--- config.mk ---
export PLATFORM = sky130hd
export DESIGN_NAME = mmcp_top
export DESIGN_NICKNAME = d
export VERILOG_FILES = /design/src/pkg/mmcp_pkg.sv /design/src/logic/mmcp_top.sv
export VERILOG_INCLUDE_DIRS = /design/src /design/src/pkg
export SDC_FILE = /design/constraint.sdc
export NUM_CORES = 1
export LEC_CHECK = 0
export ABC_CLOCK_PERIOD_IN_PS = 4200
export BUFFER_PORTS_ARGS = -buffer_cell sky130_fd_sc_hd__buf_2
export CAP_MARGIN = 5
export CORE_AREA = 2 2 165 167
export CTS_BUF_LIST = sky130_fd_sc_hd__clkbuf_4 sky130_fd_sc_hd__clkbuf_8 sky130_fd_sc_hd__clkbuf_16
export CTS_CLUSTER_DIAMETER = 80
export DETAILED_ROUTE_END_ITERATION = 7
export DIE_AREA = 0 0 167 169
export PLACE_DENSITY = 0.66
export SYNTH_ARGS = -nofsm -noshare
export SYNTH_HDL_FRONTEND = slang
export SYNTH_SLANG_ARGS = --single-unit
--- constraint.sdc ---
create_clock -name clk -period 4.2 [get_ports clk]
set_clock_uncertainty 0.05 [all_clocks]
set_input_delay 1.05 -clock clk [delete_from_list [all_inputs] [get_ports clk]]
set_output_delay 1.05 -clock clk [all_outputs]
set_load 0.03 [all_outputs]
--- src/pkg/mmcp_params.svh ---
// constants for the modem mode and configuration parser
`ifndef MMCP_PARAMS_SVH
`define MMCP_PARAMS_SVH
// ==========================================================
// clock and serial rates
`define MMCP_CLK_HZ 10000000
`define MMCP_CLK_MHZ 10
`define MMCP_BAUD0 1200
`define MMCP_BAUD1 2400
`define MMCP_BAUD2 4800
`define MMCP_BAUD3 9600
`define MMCP_BAUD4 19200
`define MMCP_BAUD5 38400
`define MMCP_BAUD6 57600
`define MMCP_BAUD7 115200
`define MMCP_CFG_RATE 3'h3
`define MMCP_WAKE_TIME_US 1000
// ==========================================================
// command framing bytes
`define MMCP_HDR_WRITE 8'hc0
`define MMCP_HDR_READ 8'hc1
`define MMCP_HDR_TEMP 8'hc2
`define MMCP_HDR_WRAP 8'hcf
`define MMCP_HDR_ERR 8'hff
`define MMCP_WRAP_LEN 4'h2
`define MMCP_HEAD_LEN 4'h3
// ==========================================================
// configuration register file
`define MMCP_REG_COUNT 8
`define MMCP_REG_LIMIT 9'h008
`define MMCP_RATE_IDX 3'h3
`define MMCP_RATE_RESET 8'h60
`define MMCP_RATE_MSB 7
`define MMCP_RATE_LSB 5
// ==========================================================
// wishbone map
`define MMCP_WB_STATUS 6'h20
`define MMCP_WB_CTRL 6'h24
`define MMCP_CTRL_SENDER 0
`endif

--- src/pkg/mmcp_pkg.sv ---
// types shared by the modem mode and configuration parser
package mmcp_pkg;
  // ==========================================================
  // operating modes in mode-select order {high, low}
  typedef enum logic [1:0] {
    mode_transparent,
    mode_wor,
    mode_config,
    mode_sleep
  } mmcp_mode_type;
  // ==========================================================
  // command parser states
  typedef enum logic [2:0] {
    st_idle,
    st_wrap2,
    st_addr,
    st_len,
    st_param,
    st_reply
  } mmcp_state_type;
endpackage : mmcp_pkg

--- src/logic/mmcp_top.sv ---
// mode selector, serial relay and configuration command parser
`include "mmcp_params.svh"
module mmcp_top
  import mmcp_pkg::*;
#(
  parameter int WAKE_CYCLES = `MMCP_WAKE_TIME_US * `MMCP_CLK_MHZ
) (
  // clock and reset
  input wire logic clk,
  input wire logic rst_b,
  // mode select lines, high is active
  input wire logic mode_select_low,
  input wire logic mode_select_high,
  // host serial link
  input wire logic host_rxd,
  output logic host_txd,
  // radio transmit path
  output logic [7:0] radio_tx_data,
  output logic radio_tx_valid,
  input wire logic radio_tx_ready,
  output logic radio_tx_preamble,
  // radio receive path
  input wire logic [7:0] radio_rx_data,
  input wire logic radio_rx_valid,
  output logic radio_rx_ready,
  output logic radio_rx_enable,
  // wishbone slave
  input wire logic wb_cyc_i,
  input wire logic wb_stb_i,
  input wire logic wb_we_i,
  input wire logic [5:0] wb_adr_i,
  input wire logic [3:0] wb_sel_i,
  input wire logic [31:0] wb_dat_i,
  output logic [31:0] wb_dat_o,
  output logic wb_ack_o
);
  // ==========================================================
  // mode decode
  mmcp_mode_type mode;
  logic data_mode;
  logic cfg_mode;
  assign mode = mmcp_mode_type'({mode_select_high, mode_select_low});
  assign data_mode = (mode == mode_transparent) || (mode == mode_wor);
  assign cfg_mode = (mode == mode_config);
  assign radio_rx_enable = (mode != mode_sleep);

  // ==========================================================
  // register file and control
  logic [7:0] cfg_reg [`MMCP_REG_COUNT];
  logic sender_reg;
  logic [15:0] baud_div;

  // clock divisor for one serial bit
  function automatic logic [15:0] div_of(input logic [2:0] code);
    case (code)
      3'h0: div_of = 16'(`MMCP_CLK_HZ / `MMCP_BAUD0);
      3'h1: div_of = 16'(`MMCP_CLK_HZ / `MMCP_BAUD1);
      3'h2: div_of = 16'(`MMCP_CLK_HZ / `MMCP_BAUD2);
      3'h3: div_of = 16'(`MMCP_CLK_HZ / `MMCP_BAUD3);
      3'h4: div_of = 16'(`MMCP_CLK_HZ / `MMCP_BAUD4);
      3'h5: div_of = 16'(`MMCP_CLK_HZ / `MMCP_BAUD5);
      3'h6: div_of = 16'(`MMCP_CLK_HZ / `MMCP_BAUD6);
      default: div_of = 16'(`MMCP_CLK_HZ / `MMCP_BAUD7);
    endcase
  endfunction : div_of

  // configuration always runs at the fixed command rate
  assign baud_div = cfg_mode ? div_of(`MMCP_CFG_RATE) :
      div_of(cfg_reg[`MMCP_RATE_IDX][`MMCP_RATE_MSB:`MMCP_RATE_LSB]);

  // ==========================================================
  // serial receiver, sampled mid-bit
  logic [15:0] rx_cnt_reg;
  logic [3:0] rx_bit_reg;
  logic [7:0] rx_shift_reg;
  logic [7:0] rx_byte_reg;
  logic rx_busy_reg;
  logic rx_valid_reg;

  always_ff @(posedge clk or negedge rst_b) begin
    if (!rst_b) begin
      rx_cnt_reg <= 16'h0000;
      rx_bit_reg <= 4'h0;
      rx_shift_reg <= 8'h00;
      rx_byte_reg <= 8'h00;
      rx_busy_reg <= 1'b0;
      rx_valid_reg <= 1'b0;
    end else begin
      rx_valid_reg <= 1'b0;
      if (!rx_busy_reg) begin
        if (!host_rxd) begin
          rx_busy_reg <= 1'b1;
          rx_cnt_reg <= baud_div >> 1;
          rx_bit_reg <= 4'h0;
        end
      end else if (rx_cnt_reg != 16'h0000) begin
        rx_cnt_reg <= rx_cnt_reg - 16'h0001;
      end else begin
        rx_cnt_reg <= baud_div - 16'h0001;
        rx_bit_reg <= rx_bit_reg + 4'h1;
        if (rx_bit_reg == 4'h0) begin
          if (host_rxd) rx_busy_reg <= 1'b0; // false start
        end else if (rx_bit_reg == 4'h9) begin
          rx_busy_reg <= 1'b0;
          if (host_rxd) begin // good stop bit, 8N1
            rx_valid_reg <= 1'b1;
            rx_byte_reg <= rx_shift_reg;
          end
        end else begin
          rx_shift_reg <= {host_rxd, rx_shift_reg[7:1]};
        end
      end
    end
  end

  // ==========================================================
  // serial transmitter
  logic [9:0] tx_shift_reg;
  logic [15:0] tx_cnt_reg;
  logic [3:0] tx_bit_reg;
  logic tx_busy_reg;
  logic tx_load;
  logic [7:0] tx_byte;

  always_ff @(posedge clk or negedge rst_b) begin
    if (!rst_b) begin
      tx_shift_reg <= 10'h3ff;
      tx_cnt_reg <= 16'h0000;
      tx_bit_reg <= 4'h0;
      tx_busy_reg <= 1'b0;
      host_txd <= 1'b1;
    end else if (tx_load) begin
      tx_shift_reg <= {1'b1, tx_byte, 1'b0};
      tx_cnt_reg <= 16'h0000;
      tx_bit_reg <= 4'h0;
      tx_busy_reg <= 1'b1;
    end else if (tx_busy_reg) begin
      if (tx_cnt_reg != 16'h0000) begin
        tx_cnt_reg <= tx_cnt_reg - 16'h0001;
      end else if (tx_bit_reg == 4'ha) begin
        tx_busy_reg <= 1'b0;
      end else begin
        host_txd <= tx_shift_reg[0];
        tx_shift_reg <= {1'b1, tx_shift_reg[9:1]};
        tx_cnt_reg <= baud_div - 16'h0001;
        tx_bit_reg <= tx_bit_reg + 4'h1;
      end
    end
  end

  // ==========================================================
  // command parser state
  mmcp_state_type state_reg;
  logic wrap_reg;
  logic err_reg;
  logic src_radio_reg;
  logic [7:0] cmd_reg;
  logic [7:0] addr_reg;
  logic [7:0] len_reg;
  logic [7:0] idx_reg;
  logic [3:0] out_idx_reg;
  logic frame_free;
  logic serial_in;
  logic radio_in;
  logic p_valid;
  logic [7:0] p_byte;
  logic [8:0] end_addr;

  assign frame_free = (state_reg == st_idle) && !wrap_reg;
  assign serial_in = cfg_mode && rx_valid_reg && (frame_free || !src_radio_reg);
  assign radio_in = cfg_mode && radio_rx_valid && radio_rx_ready;
  assign p_valid = serial_in || radio_in;
  assign p_byte = serial_in ? rx_byte_reg : radio_rx_data;
  assign end_addr = {1'b0, addr_reg} + {1'b0, p_byte};

  // ==========================================================
  // reply byte generator
  logic [3:0] pre_len;
  logic [3:0] out_total;
  logic [3:0] out_pos;
  logic [2:0] rd_idx;
  logic [7:0] reply_byte;
  logic rt_valid_reg;
  logic dest_ready;
  logic reply_fire;

  assign pre_len = wrap_reg ? `MMCP_WRAP_LEN : 4'h0;
  assign out_total = pre_len + `MMCP_HEAD_LEN + (err_reg ? 4'h0 : len_reg[3:0]);
  assign out_pos = out_idx_reg - pre_len;
  assign rd_idx = 3'(addr_reg[2:0] + out_pos[2:0] - 3'h3);

  // byte at the current reply position
  always_comb begin
    if (out_idx_reg < pre_len) begin
      reply_byte = `MMCP_HDR_WRAP;
    end else if (err_reg) begin
      reply_byte = `MMCP_HDR_ERR;
    end else begin
      case (out_pos)
        4'h0: reply_byte = `MMCP_HDR_READ;
        4'h1: reply_byte = addr_reg;
        4'h2: reply_byte = len_reg;
        default: reply_byte = cfg_reg[rd_idx];
      endcase
    end
  end

  // reply follows the path of the command
  assign dest_ready = src_radio_reg ? !rt_valid_reg : !tx_busy_reg;
  assign reply_fire = cfg_mode && (state_reg == st_reply) && dest_ready;

  // parser sequencing
  always_ff @(posedge clk or negedge rst_b) begin
    if (!rst_b) begin
      state_reg <= st_idle;
      wrap_reg <= 1'b0;
      err_reg <= 1'b0;
      src_radio_reg <= 1'b0;
      cmd_reg <= 8'h00;
      addr_reg <= 8'h00;
      len_reg <= 8'h00;
      idx_reg <= 8'h00;
      out_idx_reg <= 4'h0;
    end else if (!cfg_mode) begin
      state_reg <= st_idle;
      wrap_reg <= 1'b0;
    end else if (state_reg == st_reply) begin
      if (reply_fire) begin
        out_idx_reg <= out_idx_reg + 4'h1;
        if (out_idx_reg == out_total - 4'h1) begin
          state_reg <= st_idle;
          wrap_reg <= 1'b0;
        end
      end
    end else if (p_valid) begin
      if (frame_free) src_radio_reg <= radio_in;
      err_reg <= 1'b0;
      out_idx_reg <= 4'h0;
      case (state_reg)
        st_idle: begin
          cmd_reg <= p_byte;
          if (p_byte == `MMCP_HDR_WRAP && !wrap_reg) begin
            state_reg <= st_wrap2;
          end else if (p_byte == `MMCP_HDR_WRITE || p_byte == `MMCP_HDR_READ ||
              p_byte == `MMCP_HDR_TEMP) begin
            state_reg <= st_addr;
          end else begin
            err_reg <= 1'b1;
            state_reg <= st_reply;
          end
        end
        st_wrap2: begin
          if (p_byte == `MMCP_HDR_WRAP) begin
            wrap_reg <= 1'b1;
            state_reg <= st_idle;
          end else begin
            err_reg <= 1'b1;
            state_reg <= st_reply;
          end
        end
        st_addr: begin
          addr_reg <= p_byte;
          state_reg <= st_len;
        end
        st_len: begin
          len_reg <= p_byte;
          idx_reg <= 8'h00;
          if (p_byte == 8'h00 || end_addr > `MMCP_REG_LIMIT) begin
            err_reg <= 1'b1;
            state_reg <= st_reply;
          end else if (cmd_reg == `MMCP_HDR_READ) begin
            state_reg <= st_reply;
          end else begin
            state_reg <= st_param;
          end
        end
        st_param: begin
          idx_reg <= idx_reg + 8'h01;
          if (idx_reg == len_reg - 8'h01) state_reg <= st_reply;
        end
        default: state_reg <= st_idle;
      endcase
    end
  end

  // ==========================================================
  // wishbone slave, one wait state, registered answer
  logic wb_req;
  logic wb_wr;
  logic [2:0] par_idx;
  assign wb_req = wb_cyc_i && wb_stb_i && !wb_ack_o;
  assign wb_wr = wb_req && wb_we_i && wb_sel_i[0];
  assign par_idx = 3'(addr_reg[2:0] + idx_reg[2:0]);

  // register writes, parser ahead of the bus
  always_ff @(posedge clk or negedge rst_b) begin
    if (!rst_b) begin
      for (int i = 0; i < `MMCP_REG_COUNT; i++) cfg_reg[i] <= 8'h00;
      cfg_reg[`MMCP_RATE_IDX] <= `MMCP_RATE_RESET;
      sender_reg <= 1'b0;
    end else begin
      if (cfg_mode && p_valid && state_reg == st_param) begin
        cfg_reg[par_idx] <= p_byte;
      end else if (wb_wr && !wb_adr_i[5]) begin
        cfg_reg[wb_adr_i[4:2]] <= wb_dat_i[7:0];
      end
      if (wb_wr && wb_adr_i == `MMCP_WB_CTRL) sender_reg <= wb_dat_i[`MMCP_CTRL_SENDER];
    end
  end

  // acknowledge and read data
  always_ff @(posedge clk or negedge rst_b) begin
    if (!rst_b) begin
      wb_ack_o <= 1'b0;
      wb_dat_o <= 32'h00000000;
    end else begin
      wb_ack_o <= wb_req;
      if (wb_req && !wb_we_i) begin
        if (!wb_adr_i[5]) wb_dat_o <= {24'h000000, cfg_reg[wb_adr_i[4:2]]};
        else if (wb_adr_i == `MMCP_WB_STATUS)
          wb_dat_o <= {25'h0000000, rt_valid_reg, tx_busy_reg, state_reg, mode};
        else if (wb_adr_i == `MMCP_WB_CTRL) wb_dat_o <= {31'h00000000, sender_reg};
        else wb_dat_o <= 32'h00000000;
      end
    end
  end

  // ==========================================================
  // radio transmit holding register with wake preamble
  logic [15:0] pre_cnt_reg;
  logic relay_up;
  logic rt_load;
  logic [7:0] rt_byte;

  assign relay_up = data_mode && rx_valid_reg && !rt_valid_reg;
  assign rt_load = relay_up || (reply_fire && src_radio_reg);
  assign rt_byte = relay_up ? rx_byte_reg : reply_byte;

  always_ff @(posedge clk or negedge rst_b) begin
    if (!rst_b) begin
      radio_tx_data <= 8'h00;
      rt_valid_reg <= 1'b0;
      pre_cnt_reg <= 16'h0000;
    end else if (mode == mode_sleep) begin
      rt_valid_reg <= 1'b0;
      pre_cnt_reg <= 16'h0000;
    end else if (rt_load) begin
      radio_tx_data <= rt_byte;
      rt_valid_reg <= 1'b1;
      if (mode == mode_wor && sender_reg) pre_cnt_reg <= 16'(WAKE_CYCLES);
    end else if (pre_cnt_reg != 16'h0000) begin
      pre_cnt_reg <= pre_cnt_reg - 16'h0001;
    end else if (radio_tx_valid && radio_tx_ready) begin
      rt_valid_reg <= 1'b0;
    end
  end

  assign radio_tx_preamble = (pre_cnt_reg != 16'h0000);
  assign radio_tx_valid = rt_valid_reg && !radio_tx_preamble && (mode != mode_sleep);

  // ==========================================================
  // radio receive steering and serial transmit source
  always_comb begin
    case (mode)
      mode_transparent, mode_wor: radio_rx_ready = !tx_busy_reg;
      mode_config: radio_rx_ready = (state_reg != st_reply) &&
          (frame_free ? !rx_valid_reg : src_radio_reg);
      default: radio_rx_ready = 1'b0;
    endcase
  end

  assign tx_load = (data_mode && radio_rx_valid && !tx_busy_reg) ||
      (reply_fire && !src_radio_reg);
  assign tx_byte = data_mode ? radio_rx_data : reply_byte;

endmodule : mmcp_top

==> results.py <==
metrics = {
    "power_and_ir_drop": {
        "p_leak_nw": 6.675,
        "peakVddDrop_mv": 0.3456,
        "cellPowerDensity_nw_per_um2": 500.0,
    },
    "sta": {
        "final-setup-viol-count": 0,
        "layout_min_cycle_time_ns": 3.971,
        "drv_slew": 0,
        "rsz0062_at_grt": "no",
        "fmax_mhz": 251.8,
        "setup_tns_ns": 0,
        "finalCritPeriodShare": 0.9454,
        "hold_viol_final": 0,
        "slew_headroom": 0.2089,
        "worst_pin_slew_ns": 1.177,
    },
    "yosys": {
        "netlist_area_um2": 13120,
        "synth_seq_area_share": 0.4018,
        "synth_top_family_by_area": "compound AO/OA/AOI/OAI gates",
        "yosys.area.top_type": "dfrtp_1",
        "synth-compound-area-share": 0.2028,
        "synth_edf_count": 0,
        "synth_top_area_frac": 0.3778,
        "avgSynthCellArea_um2": 9.759,
        "synthCells": 1344,
        "synthSimpleGateAreaFrac": 0.1707,
        "synth-async-reset-ratio": 1.000,
        "synth_fa_ha_area_frac": 0.03262,
        "synth.most_common_cell": "dfrtp_1",
        "synth-seq-cells": 210,
        "yosysWarnings": 0,
        "synth_xor_area_frac": 0.03673,
        "synth.area.top_cells": "dfrtp_1, mux4_2, nor2_1",
        "muxShareOfSynthArea": 0.1017,
        "synthDistinctLibCells": 87,
        "yosys-top-cells-count": "dfrtp_1, nor2_1, nand2_1",
        "synthFlopType": "dfrtp_1",
    },
    "floorplan": {
        "coreArea_um2": 26500,
        "fp-row-count": 60,
        "die_h_um": 169,
        "start_util": 0.4949,
        "dieWidth_um": 167,
        "die_area_um2": 28220,
        "io_pins": 106,
    },
    "setup_path": {
        "r2r-start": "wrap_reg",
        "endpoint_kind": "flop",
        "rrSetupSlack_ns": 0.23,
        "crit_start": "wrap_reg",
        "cp.arrival_ns": 4.31,
        "path_max_fanout": 6,
        "reg2reg_to": "err_reg",
        "required_ns": 4.54,
        "crit_type": "flop to flop",
        "reg2reg_depth": 13,
        "crit_path_end": "err_reg",
        "setup.worst_path.start_class": "flop",
    },
    "global_routing": {
        "antenna_found_initial": 0,
        "grtUsageTotal": 0.2835,
        "first_global_vias": 10970,
        "overflow": 0,
        "grt_max_degree": 110,
        "grt_pass1_wl_mm": 63.34,
    },
    "clocking": {
        "clk_pin_slew_ns": 0.06,
        "insertion_delay_ns": 0.56,
        "h-tree-depth": 1,
        "cts_tree": "yes",
        "cts-root-buf": "clkbuf_16",
        "postCtsSetupRepairBufs": 0,
        "cts.sinks": 210,
        "clock_path_buffers": 3,
        "cts-buffers-inserted": 25,
    },
    "min_path": {
        "hold_path_class": "flop to flop",
        "min_path_cells": 2,
    },
    "final_layout": {
        "areaGrowthSynthToFinish_pct": 11.98,
        "drive_gt1_frac": 0.1848,
        "final_core_util": 0.5542,
        "largest_reg_flops": 64,
        "nets": 1486,
    },
    "place": {
        "routabilityCongestion": 0.9545,
        "hpwl_mm": 28.42,
        "numPortBuffers": 54,
    },
    "routing": {
        "firstDrtPassIters": 6,
        "antenna_left": 0,
        "wl_per_cell_um": 22.77,
        "drtIter0Drc": 1276,
        "vias_per_cell": 6.432,
        "routed_wl_mm": 39.94,
        "via_count": 11280,
        "drc_errors": 0,
    },
    "job": {
        "cap_violations": 0,
    },
    "outcome": {
        "status": "finished clean",
    },
}
-- logic make-up (layout without fill, tap and decap cells) --
group / Yosys count / in the layout
and+or+nand+nor: 434 / 434
AOI/OAI and AO/OA: 369 / 369
DFF: 210 / 210
buffers and inverters: 155 / 200
muxes: 87 / 87
xor gates and xnor gates: 55 / 55
adders and majority gates: 33 / 33
other: 1 / 25
-- repair_timing --
item / CTS / global route
gates resized for setup: 0 / 1
hold buffers: 0 / 0
endpoints found under the setup margin: 0 / 2
-- how the worst min path moves through the flow --
| stage | start | end |
|---|---|---|
| finish | wb_dat_o[0] | wb_dat_o[0] |
| global route | radio_tx_data[6] | radio_tx_data[6] |
| CTS | wb_dat_o[0] | wb_dat_o[0] |
| detailed placement | radio_tx_data[6] | radio_tx_data[6] |
| global placement | radio_tx_data[6] | radio_tx_data[6] |
| floorplan | rx_cnt_reg[15] | rx_cnt_reg[15] |
-- cell type report --
type,instances,area [um^2]
inverter,49,183.9
clock inverter,10,140.1
fill,2367,11810
sequential,210,5270
antenna,1,2.502
timing repair buffer,105,675.6
clock buffer,36,726.9
tap,341,426.7
multi-input combinational,1002,7262
-- critical path, cell delays in order (launching register included) --
cell and delay, ns:
dfrtp_1 0.51, o41ai_4 0.57, nand3_2 0.32, mux2i_2 0.26, inv_2 0.07, ha_1 0.16
inv_1 0.06, fa_1 0.40, o21ai_0 0.34, nand2_1 0.09, a221o_1 0.32, a221oi_1 0.35
buf_4 0.20, o221ai_1 0.12
-- cell usage in the layout, fill, tap and decap left out, types with 14 or more instances in the layout --
cell type	count
o22ai_1	14
conb_1	24
a22o_1	20
buf_4	50
inv_1	45
a221o_1	45
clkbuf_16	25
ha_1	31
buf_2	53
nand2_1	102
nand3_1	25
a21o_1	23
o21ai_0	69
nor3_1	35
o211ai_1	20
a21oi_1	61
xor2_1	25
xnor2_1	30
mux2i_1	22
a31oi_1	18
mux4_2	32
o31ai_1	15
dfrtp_1	198
nor2_1	122
mux2_2	28
and3_1	31
-- metrics by stage --
stage / instances / setup slack, ns / hold WS, ns / instance area [um^2] / total power [W]
2_1_floorplan: 1367 / 0.3601 / 0.3957 / 13200 / 0.004419
3_5_place_dp: 1707 / 0.02694 / 0.4151 / 13810 / 0.005057
3_3_place_gp: 1707 / 0.05232 / 0.4130 / 13810 / 0.004994
4_1_cts: 1753 / 0.08168 / 0.4310 / 14670 / 0.007368
6_report: 1754 / 0.2293 / 0.4291 / 14690 / 0.007344
5_1_grt: 1753 / 0.06889 / 0.4468 / 14690 / 0.007751
-- per-layer routing --
| metal | part of all wire | up-vias | GRT usage |
|---|---|---|---|
| met5 | 0 | - | 0 |
| met4 | 0.052 | 0 | 0.1372 |
| met3 | 0.063 | 103 | 0.03881 |
| met2 | 0.48 | 461 | 0.4638 |
| met1 | 0.41 | 5622 | 0.3738 |
| li1 | - | 5095 | - |
-- where the power goes --
| group | switching, W | internal [W] | total (W) |
|---|---|---|---|
| clock | 0.000896 | 0.00139 | 0.00229 |
| combinational | 0.00128 | 0.000943 | 0.00222 |
| sequential | 0.000388 | 0.00245 | 0.00283 |
| total | 0.00256 | 0.00478 | 0.00734 |
No activity file was read; power rests on OpenSTA's default activity.
